==> src/design/dsc_map.svh <==
`ifndef DSC_MAP_SVH
`define DSC_MAP_SVH
// control word bit positions
`define DSC_CW_ON1 0
`define DSC_CW_ON2 1
`define DSC_CW_ON3 2
`define DSC_CW_COAST 3
`define DSC_CW_QSTOP 4
`define DSC_CW_VALID 10
// status word bit positions
`define DSC_SW_CTRL_RDY 0
`define DSC_SW_DRV_RDY 1
`define DSC_SW_NO_COAST 2
`define DSC_SW_TRIP 3
`define DSC_SW_SECOND_OFF 4
`define DSC_SW_THIRD_OFF 5
`define DSC_SW_START_DIS 6
`define DSC_SW_WARN 7
`define DSC_SW_AT_REF 8
`define DSC_SW_SERIAL 9
`define DSC_SW_IN_RANGE 10
`define DSC_SW_RUNNING 11
// scaling
`define DSC_FULL_SCALE 16'h4000
`define DSC_FS_SHIFT 14
// setting reset values and limits
`define DSC_ADDR_RESET 8'h01
`define DSC_ADDR_MAX_NATIVE 8'hF7
`define DSC_ADDR_MAX_BAS 8'hFF
`define DSC_ADDR_MAX_MODBUS 8'hF7
`define DSC_ADDR_MIN_NATIVE 8'h00
`define DSC_ADDR_MIN_OTHER 8'h01
`define DSC_RATE_RESET 3'h5
`define DSC_RATE_MAX 3'h5
`define DSC_SRC_RESET 2'h3
`endif

==> src/design/dsc_pkg.sv <==
package dsc_pkg;
  typedef enum logic [1:0] {
    DSC_SRC_DIN = 2'h0,
    DSC_SRC_SER = 2'h1,
    DSC_SRC_AND = 2'h2,
    DSC_SRC_OR = 2'h3
  } dsc_src_t;
  typedef enum logic [1:0] {
    DSC_PROTO_NATIVE = 2'h0,
    DSC_PROTO_BAS = 2'h1,
    DSC_PROTO_RSVD = 2'h2,
    DSC_PROTO_MODBUS = 2'h3
  } dsc_proto_t;
  // start-disable latch states, gray along the path
  typedef enum logic [1:0] {
    DSC_ST_LOCKED = 2'b00,
    DSC_ST_ENABLED = 2'b01
  } dsc_lock_t;
  // panel settings write bundle
  typedef struct packed {
    logic wr_addr;
    logic wr_rate;
    logic wr_coast;
    logic wr_qstop;
    logic [7:0] data;
  } dsc_panel_wr_t;
  // drive state inputs
  typedef struct packed {
    logic ready;
    logic tripped;
    logic trip_reset;
    logic warning;
    logic at_ref;
    logic serial_ok;
    logic in_range;
    logic running;
  } dsc_drive_t;
endpackage

==> src/design/dsc_cmd.sv <==
`timescale 1ns/1ps
`default_nettype none
`include "dsc_map.svh"
// Notes on behaviour
// - control ready needs ON1-3 and drive ready
// - no-coast bit needs bits 0-3, no trip
// - status bit 4 inverts control bit 1
// - status bit 5 inverts control bit 2
// - start disable set by trip reset/off/power
// - start disable cleared by 0 on bit0, 1s
// - status bit 3 shows trip
// - reference is signed 16-bit, 16384 is full
// - reference 0..16384 maps min to max ref
// - negative reference reverses direction
// - output frequency scaled same to limits
// - node address range by protocol, default 1
// - address and rate writable only from panel
// - rate codes 0..5, default 5
// - source select codes 0..3, default 3
// - coast truth table per source select
// - coast input and bit 3 active low
// - quick stop same table, active low
module dsc_cmd
  import dsc_pkg::*;
#(
  parameter int REF_W = 16
) (
  // clock and reset
  input wire logic CLK,
  input wire logic RESET_N,
  // serial telegram from the bus master
  input wire logic TEL_VALID,
  input wire logic [15:0] TEL_CTRL,
  input wire logic [REF_W-1:0] TEL_REF,
  input wire logic TEL_WR_SETTING,
  // drive state and limits
  input wire dsc_drive_t DRIVE,
  input wire dsc_proto_t PROTO,
  input wire logic [REF_W-1:0] REF_MIN,
  input wire logic [REF_W-1:0] REF_MAX,
  input wire logic [REF_W-1:0] FREQ_LOW,
  input wire logic [REF_W-1:0] FREQ_HIGH,
  input wire logic [REF_W-1:0] FREQ_NOW,
  // digital inputs, active low
  input wire logic COAST_IN_N,
  input wire logic QSTOP_IN_N,
  // local operator panel
  input wire dsc_panel_wr_t PANEL,
  // answers to the master
  output logic [15:0] STATUS_WORD,
  output logic [15:0] FREQ_WORD,
  output logic SETTING_REJECT,
  // drive commands
  output logic [REF_W-1:0] SPEED_REF,
  output logic REVERSE,
  output logic COAST,
  output logic QUICK_STOP,
  // settings readback
  output logic [7:0] NODE_ADDR,
  output logic [2:0] BIT_RATE,
  output logic [1:0] COAST_SRC,
  output logic [1:0] QSTOP_SRC
);

  // command merge: returns 1 when the function is requested (active low)
  function automatic logic merge_stop(input logic [1:0] sel,
                                      input logic din_n,
                                      input logic ser_n);
    logic req;
    req = 1'b0;
    case (dsc_src_t'(sel))
      DSC_SRC_DIN: req = ~din_n;
      DSC_SRC_SER: req = ~ser_n;
      DSC_SRC_AND: req = ~din_n & ~ser_n;
      DSC_SRC_OR: req = ~(din_n & ser_n);
      default: req = 1'b1;
    endcase
    return req;
  endfunction

  // linear map of 0..full scale onto lo..hi
  function automatic logic [REF_W-1:0] span_map(input logic [REF_W-1:0] v,
                                                input logic [REF_W-1:0] lo,
                                                input logic [REF_W-1:0] hi);
    logic [2*REF_W+1:0] prod;
    logic [REF_W:0] diff;
    diff = {1'b0, hi} - {1'b0, lo};
    prod = {{(REF_W+1){1'b0}}, diff} * {{(REF_W+1){1'b0}}, v};
    return REF_W'(lo + REF_W'(prod >> `DSC_FS_SHIFT));
  endfunction

  // inverse map of lo..hi onto 0..full scale
  function automatic logic [REF_W-1:0] span_unmap(input logic [REF_W-1:0] f,
                                                  input logic [REF_W-1:0] lo,
                                                  input logic [REF_W-1:0] hi);
    logic [REF_W-1:0] diff;
    logic [REF_W-1:0] off;
    logic [2*REF_W-1:0] num;
    diff = hi - lo;
    off = (f > lo) ? REF_W'(f - lo) : '0;
    num = {off, {REF_W{1'b0}}} >> (REF_W - `DSC_FS_SHIFT);
    if (diff == '0) begin
      return '0;
    end
    return REF_W'(num / {{REF_W{1'b0}}, diff});
  endfunction

  logic [15:0] ctrl_q, ctrl_d;
  logic [REF_W-1:0] ref_q, ref_d;
  logic [7:0] addr_q, addr_d;
  logic [2:0] rate_q, rate_d;
  logic [1:0] coast_sel_q, coast_sel_d;
  logic [1:0] qstop_sel_q, qstop_sel_d;
  dsc_lock_t lock_q, lock_d;
  logic [15:0] status_q, status_d;
  logic [15:0] freq_q, freq_d;
  logic [REF_W-1:0] speed_q, speed_d;
  logic rev_q, rev_d;
  logic coast_q, coast_d;
  logic qstop_q, qstop_d;
  logic reject_q, reject_d;
  logic prev_off_q;

  // control word fields
  wire logic on1 = ctrl_q[`DSC_CW_ON1];
  wire logic on2 = ctrl_q[`DSC_CW_ON2];
  wire logic on3 = ctrl_q[`DSC_CW_ON3];
  wire logic cw_coast_n = ctrl_q[`DSC_CW_COAST];
  wire logic cw_qstop_n = ctrl_q[`DSC_CW_QSTOP];
  wire logic cw_valid = ctrl_q[`DSC_CW_VALID];

  // latch each received telegram; reference is raw two's complement
  assign ctrl_d = TEL_VALID ? TEL_CTRL : ctrl_q;
  assign ref_d = TEL_VALID ? TEL_REF : ref_q;

  // serial setting writes are refused, only the panel changes them
  assign reject_d = TEL_VALID & TEL_WR_SETTING;

  // address accepted only inside the protocol's range
  wire logic [7:0] addr_min = (PROTO == DSC_PROTO_NATIVE) ?
    `DSC_ADDR_MIN_NATIVE : `DSC_ADDR_MIN_OTHER;
  wire logic [7:0] addr_max = (PROTO == DSC_PROTO_BAS) ? `DSC_ADDR_MAX_BAS :
    (PROTO == DSC_PROTO_MODBUS) ? `DSC_ADDR_MAX_MODBUS :
    `DSC_ADDR_MAX_NATIVE;
  wire logic addr_ok = (PANEL.data >= addr_min) &&
    (PANEL.data <= addr_max);
  assign addr_d = (PANEL.wr_addr && addr_ok) ? PANEL.data : addr_q;

  // out-of-range rate codes are ignored, keeping the old rate
  wire logic rate_ok = PANEL.data[2:0] <= `DSC_RATE_MAX &&
    PANEL.data[7:3] == 5'h00;
  assign rate_d = (PANEL.wr_rate && rate_ok) ? PANEL.data[2:0] : rate_q;

  // all four source codes are legal
  assign coast_sel_d = PANEL.wr_coast ? PANEL.data[1:0] : coast_sel_q;
  assign qstop_sel_d = PANEL.wr_qstop ? PANEL.data[1:0] : qstop_sel_q;

  // start disable: an off edge from ON2 or ON3 or trip reset locks, set wins over clear
  wire logic off_now = ~on2 | ~on3;
  wire logic lock_set = DRIVE.trip_reset | (off_now & ~prev_off_q);
  wire logic lock_clr = ~on1 & on2 & on3 & cw_valid;
  assign lock_d = lock_set ? DSC_ST_LOCKED :
    lock_clr ? DSC_ST_ENABLED : lock_q;

  // status word assembly
  always_comb begin
    status_d = 16'h0000;
    status_d[`DSC_SW_CTRL_RDY] = on1 & on2 & on3 & DRIVE.ready;
    status_d[`DSC_SW_DRV_RDY] = DRIVE.ready & coast_q;
    status_d[`DSC_SW_NO_COAST] = on1 & on2 & on3 & cw_coast_n &
      ~DRIVE.tripped;
    status_d[`DSC_SW_TRIP] = DRIVE.tripped;
    status_d[`DSC_SW_SECOND_OFF] = ~on2;
    status_d[`DSC_SW_THIRD_OFF] = ~on3;
    status_d[`DSC_SW_START_DIS] = (lock_q == DSC_ST_LOCKED);
    status_d[`DSC_SW_WARN] = DRIVE.warning;
    status_d[`DSC_SW_AT_REF] = DRIVE.at_ref;
    status_d[`DSC_SW_SERIAL] = DRIVE.serial_ok;
    status_d[`DSC_SW_IN_RANGE] = DRIVE.in_range;
    status_d[`DSC_SW_RUNNING] = DRIVE.running;
  end

  // reference magnitude clamped to full scale before the span map
  wire logic ref_neg = ref_q[REF_W-1];
  wire logic [REF_W-1:0] ref_mag = ref_neg ? REF_W'(-ref_q) : ref_q;
  wire logic [REF_W-1:0] ref_clip = (ref_mag > `DSC_FULL_SCALE) ?
    `DSC_FULL_SCALE : ref_mag;
  assign speed_d = span_map(ref_clip, REF_MIN, REF_MAX);
  assign rev_d = ref_neg;

  // present frequency back onto the same scale
  assign freq_d = 16'(span_unmap(FREQ_NOW, FREQ_LOW, FREQ_HIGH));

  // both stop inputs are active low on pin and bit
  assign coast_d = merge_stop(coast_sel_q, COAST_IN_N, cw_coast_n);
  assign qstop_d = merge_stop(qstop_sel_q, QSTOP_IN_N, cw_qstop_n);

  // control word resets to all ones so power-up is not an off edge
  always_ff @(posedge CLK or negedge RESET_N) begin
    if (!RESET_N) begin
      ctrl_q <= 16'hFFFF;
      ref_q <= '0;
      prev_off_q <= 1'b0;
    end else begin
      ctrl_q <= ctrl_d;
      ref_q <= ref_d;
      prev_off_q <= off_now;
    end
  end

  // settings; power-up locks start as a start-disable event
  always_ff @(posedge CLK or negedge RESET_N) begin
    if (!RESET_N) begin
      addr_q <= `DSC_ADDR_RESET;
      rate_q <= `DSC_RATE_RESET;
      coast_sel_q <= `DSC_SRC_RESET;
      qstop_sel_q <= `DSC_SRC_RESET;
      lock_q <= DSC_ST_LOCKED;
    end else begin
      addr_q <= addr_d;
      rate_q <= rate_d;
      coast_sel_q <= coast_sel_d;
      qstop_sel_q <= qstop_sel_d;
      lock_q <= lock_d;
    end
  end

  // output registers; coast/qstop start asserted as the safe state
  always_ff @(posedge CLK or negedge RESET_N) begin
    if (!RESET_N) begin
      status_q <= 16'h0000;
      freq_q <= 16'h0000;
      speed_q <= '0;
      rev_q <= 1'b0;
      coast_q <= 1'b1;
      qstop_q <= 1'b1;
      reject_q <= 1'b0;
    end else begin
      status_q <= status_d;
      freq_q <= freq_d;
      speed_q <= speed_d;
      rev_q <= rev_d;
      coast_q <= coast_d;
      qstop_q <= qstop_d;
      reject_q <= reject_d;
    end
  end

  assign STATUS_WORD = status_q;
  assign FREQ_WORD = freq_q;
  assign SETTING_REJECT = reject_q;
  assign SPEED_REF = speed_q;
  assign REVERSE = rev_q;
  assign COAST = coast_q;
  assign QUICK_STOP = qstop_q;
  assign NODE_ADDR = addr_q;
  assign BIT_RATE = rate_q;
  assign COAST_SRC = coast_sel_q;
  assign QSTOP_SRC = qstop_sel_q;

endmodule
`default_nettype wire

==> config.mk <==
export PLATFORM = sky130hd
export DESIGN_NAME = dsc_cmd
export DESIGN_NICKNAME = d
export VERILOG_FILES = /design/src/design/dsc_pkg.sv /design/src/design/dsc_cmd.sv
export VERILOG_INCLUDE_DIRS = /design/src /design/src/design
export SDC_FILE = /design/constraint.sdc
export NUM_CORES = 2
export LEC_CHECK = 0
export ABC_AREA = 1
export BUFFER_PORTS_ARGS = -buffer_cell sky130_fd_sc_hd__clkbuf_2
export CORE_MARGIN = 4
export CORE_UTILIZATION = 66
export DETAILED_ROUTE_END_ITERATION = 10
export PLACE_DENSITY = 0.85
export SLEW_MARGIN = 20
export SYNTH_ARGS = -nofsm -noshare
export SYNTH_HDL_FRONTEND = slang
export SYNTH_SLANG_ARGS = --single-unit
==> constraint.sdc <==
create_clock -name CLK -period 13.74 [get_ports CLK]
set_clock_uncertainty 0.05 [all_clocks]
set_input_delay 2.061 -clock CLK [delete_from_list [all_inputs] [get_ports CLK]]
set_output_delay 2.061 -clock CLK [all_outputs]
set_load 0.02 [all_outputs]
==> impl_metrics.json, run 1 <==
{
  "outcome": "stopped before the end",
  "stop_stage": "clock tree synthesis",
  "stop_error": "[ERROR DPL-0038] Utilization greater than 100%, impossible to legalize",
  "die_h_um": 255,
  "clock-root-buffer": "clkbuf_16",
  "seq_area_frac_synth_pct": 5.45,
  "syn_avg_cell_area_sq_um": 6.63,
  "die_x_um": 255,
  "synth_cell_type_count": 95,
  "numCtsBuffers": 9,
  "dpl.hpwl_mm": 154,
  "synth.cell_area_sq_mm": 0.0403,
  "syn_inst": 6077,
  "yosys_warnings": 0,
  "h-tree-depth": 3,
  "ctsHoldBuffers": 0,
  "io_pins": 207,
  "clockBufferDepth": 2,
  "portBuffers": 192,
  "cts_repair_resize_count": 597,
  "synthArstFlopShare_pct": 100,
  "clkSinkCount": 87,
  "initial_utilization_pct": 66.8,
  "synth-main-ff-cell": "dfrtp_1",
  "rows": 90,
  "ys_seq_elements": 87,
  "place.gp.congestion": 1.04,
  "postCtsSetupBuffers": 453,
  "synth_edf_count": 0
}
==> cell families after synthesis <==
group           count (synthesis)  share of synthesized area [%]
compound gates               1042                           14.9
flops                          87                           5.45
fa+ha+maj                     739                           26.9
xor+xnor                      391                           8.50
simple gates                 2676                           32.2
other cells                     2                         0.0186
buf+inv                      1135                           12.0
mux                             5                          0.140
==> per-stage QoR <==
stage	hold WS (ns)	cell area (sq um)	std cells	setup slack [ns]	util, %
after floorplan	0.302	41300	6095	-55.31	-
after global placement	0.362	55400	8718	-49.42	91.8
after detailed placement	0.417	55400	8718	-58.55	91.8
==> Yosys cell counts, drive strengths merged, types with 48 or more instances <==
cell type / count / area, sq um
nand2: 1542 / 6530
inv: 996 / 3790
ha: 529 / 6620
nor2: 520 / 2420
o21ai: 421 / 2210
a21oi: 405 / 2110
nand3: 345 / 2220
xor2: 227 / 1990
fa: 210 / 4200
xnor2: 164 / 1440
nand4: 100 / 693
dfrtp: 72 / 1800
clkbuf: 69 / 353
o21bai: 59 / 454
nor3: 55 / 305
a21o: 48 / 377
==> run 2: changes to the inputs <==
--- a/config.mk
+++ b/config.mk
@@ -9,9 +9,9 @@
 export ABC_AREA = 1
 export BUFFER_PORTS_ARGS = -buffer_cell sky130_fd_sc_hd__clkbuf_2
 export CORE_MARGIN = 4
-export CORE_UTILIZATION = 66
+export CORE_UTILIZATION = 40
 export DETAILED_ROUTE_END_ITERATION = 10
-export PLACE_DENSITY = 0.85
+export PLACE_DENSITY_LB_ADDON = 0.15
 export SLEW_MARGIN = 20
 export SYNTH_ARGS = -nofsm -noshare
 export SYNTH_HDL_FRONTEND = slang
==> impl_metrics.json, run 2 <==
{
  "ff2ff_path_depth": 53,
  "synth-main-ff-cell": "dfrtp_1",
  "crit_path_max_fanout": 8,
  "clkLatencyLatePin_ns": 0.40,
  "track_usage_pct": 25.7,
  "h-tree-depth": 3,
  "synth.cell_area_sq_mm": 0.0403,
  "stdcell_area_sq_mm": 0.0613,
  "fin_crit_ns": 63.97,
  "rsz0062_at_grt": "yes",
  "outcome": "finished, violations left",
  "synth_cell_type_count": 95,
  "path_depth": 515,
  "initial_utilization_pct": 40.3,
  "critPathSlowestCell": "or3_4",
  "start_kind": "primary input",
  "synth_edf_count": 0,
  "drv_cap": 0,
  "seq_area_frac_synth_pct": 5.45,
  "syn_to_final_growth_pct": 52.2,
  "cp-startpoint": "FREQ_NOW[0]",
  "synth.most_common_cell": "nand2_1",
  "synthTopCellsByCount": "nand2_1, inv_1, ha_1",
  "final_cell_mix": "buf_4, nand2_1, inv_1, ha_1, nor2_1",
  "clockBufferDepth": 2,
  "finalSetupViolCount": 16,
  "yosys.area.top_type": "ha_1",
  "fin_ws_ns": -50.23,
  "die-area_sq_mm": 0.106,
  "nets": 9140,
  "synth_top_cell_area_share_pct": 16.4,
  "final_util_pct": 61.3,
  "antenna_found_initial": 3,
  "hold_path.class": "reg -> reg",
  "hold_start": "lock_q[0]$_DFFE_PN0P_",
  "postPlaceCellArea_sq_mm": 0.0570,
  "synthTopCellsByArea": "ha_1, nand2_1, fa_1",
  "dpl.hpwl_mm": 115,
  "multi_input_area_sq_mm": 0.0363,
  "grt_max_degree": 48,
  "final_common_cell": "buf_4",
  "whs_path_depth": 1,
  "drtPass1Iterations": 5,
  "fin_crit_sh_pct": 466,
  "grt_pass1_wl_mm": 226,
  "syn_avg_cell_area_sq_um": 6.63,
  "seq_area_sq_mm": 0.00220,
  "grt_pass1_vias": 45135,
  "fill_cells": 9139,
  "ant_nets": 0,
  "crit_family": "compound AO/OA/AOI/OAI gates",
  "rows": 116,
  "die_h_um": 325,
  "relSlewSlack_pct": 33.0,
  "cts_tree": "built",
  "ctsHoldBuffers": 0,
  "syn_inst": 6077,
  "place.gp.congestion": 0.927,
  "die_x_um": 325,
  "drt-initial-drc-count": 2483,
  "crit_type": "in -> reg",
  "portBuffers": 192,
  "overflow": 0,
  "place_ws_ns": -52.68,
  "vias": 46959,
  "clock-root-buffer": "clkbuf_16",
  "worst-path-buf-inv": 72,
  "worst_pin_slew_ns": 1.01,
  "critPathRequiredTime_ns": 13.95,
  "slew_viol_final": 0,
  "slowest_delay_ns": 0.40,
  "numCtsBuffers": 9,
  "viasPerCell": 4.91,
  "regToRegStartpoint": "ref_q[0]$_DFFE_PN0P_",
  "path_clk_slew_ns": 0.09,
  "failed_checks": "negative setup slack",
  "yosys_warnings": 0,
  "ys_seq_elements": 87,
  "critPathArrivalTime_ns": 64.19,
  "drt-wirelength-per-cell_um": 15.0,
  "hold_viol": 0,
  "layout-drive-gt1-share_pct": 40.3,
  "io_pins": 207,
  "endpoint_kind": "flop",
  "clkSinkCount": 87,
  "drc": 0,
  "wirelength_mm": 144,
  "cpMostUsedCell": "nand2_2",
  "synthArstFlopShare_pct": 100,
  "fmax_ghz": 0.0156,
  "core_sq_mm": 0.100,
  "setup_tns_ns": -569.13
}
[run 2: layout make-up]
| class | count | share of cell area (%) |
|---|---|---|
| clock inverters | 7 | 0.118 |
| inverters | 1024 | 6.58 |
| well taps | 1298 | 2.65 |
| multi-input cells | 4874 | 59.2 |
| repair inverters | 3 | 0.0306 |
| repair buffers | 2262 | 27.5 |
| diodes | 1 | 0.00408 |
| clock buffers | 9 | 0.367 |
| flip-flops and latches | 87 | 3.58 |
[run 2: routing by layer]
layer / up-vias / GRT usage, % / part of all wire [%]
met5: - / 0 / 0
met4: 0 / 5.70 / 2.8
met3: 240 / 2.11 / 4.5
met2: 1046 / 45.7 / 48
met1: 21638 / 33.8 / 44
li1: 24035 / - / -
[run 2: worst paths after layout]
| path | endpoint | slack [ns] |
|---|---|---|
| worst max register to register | SPEED_REF[15]$_DFF_PN0_ | 1.60 |
| worst min-delay path | STATUS_WORD[6]$_DFF_PN0_ | 0.37 |
| max in group asynchronous | FREQ_WORD[7]$_DFF_PN0_ | 10.84 |
| worst min register to register | STATUS_WORD[6]$_DFF_PN0_ | 0.37 |
| min in group asynchronous | ref_q[6]$_DFFE_PN0P_ | 1.60 |
| worst max-delay path | FREQ_WORD[0]$_DFF_PN0_ | -50.23 |
[run 2: logic make-up after synthesis]
group	count (synthesis)	synth area share [%]
AND/OR/NAND/NOR	2676	32.2
buffers and inverters	1135	12.0
AO/OA/AOI/OAI	1042	14.9
adder cells (fa/ha/maj)	739	26.9
XOR/XNOR	391	8.50
flip-flops	87	5.45
multiplexers	5	0.140
other	2	0.0186
[run 2: through the flow]
| step | hold slack (ns) | std cells |
|---|---|---|
| after floorplan | 0.302 | 6095 |
| after global placement | 0.361 | 9361 |
| after detailed placement | 0.361 | 9361 |
| after CTS | 0.372 | 9405 |
| after global routing | 0.388 | 9564 |
| final | 0.368 | 9565 |
[run 2: timing repair]
action | in CTS | in global routing
setup endpoints to repair | 16 | 16
resized for setup | 73 | 542
cloned | 1 | 7
pin swaps | 71 | 346
buffers inserted | 27 | 152
Power of run 2 is not shown: default switching activity piles up to over one toggle a cycle in this logic, so the estimate is an artifact.
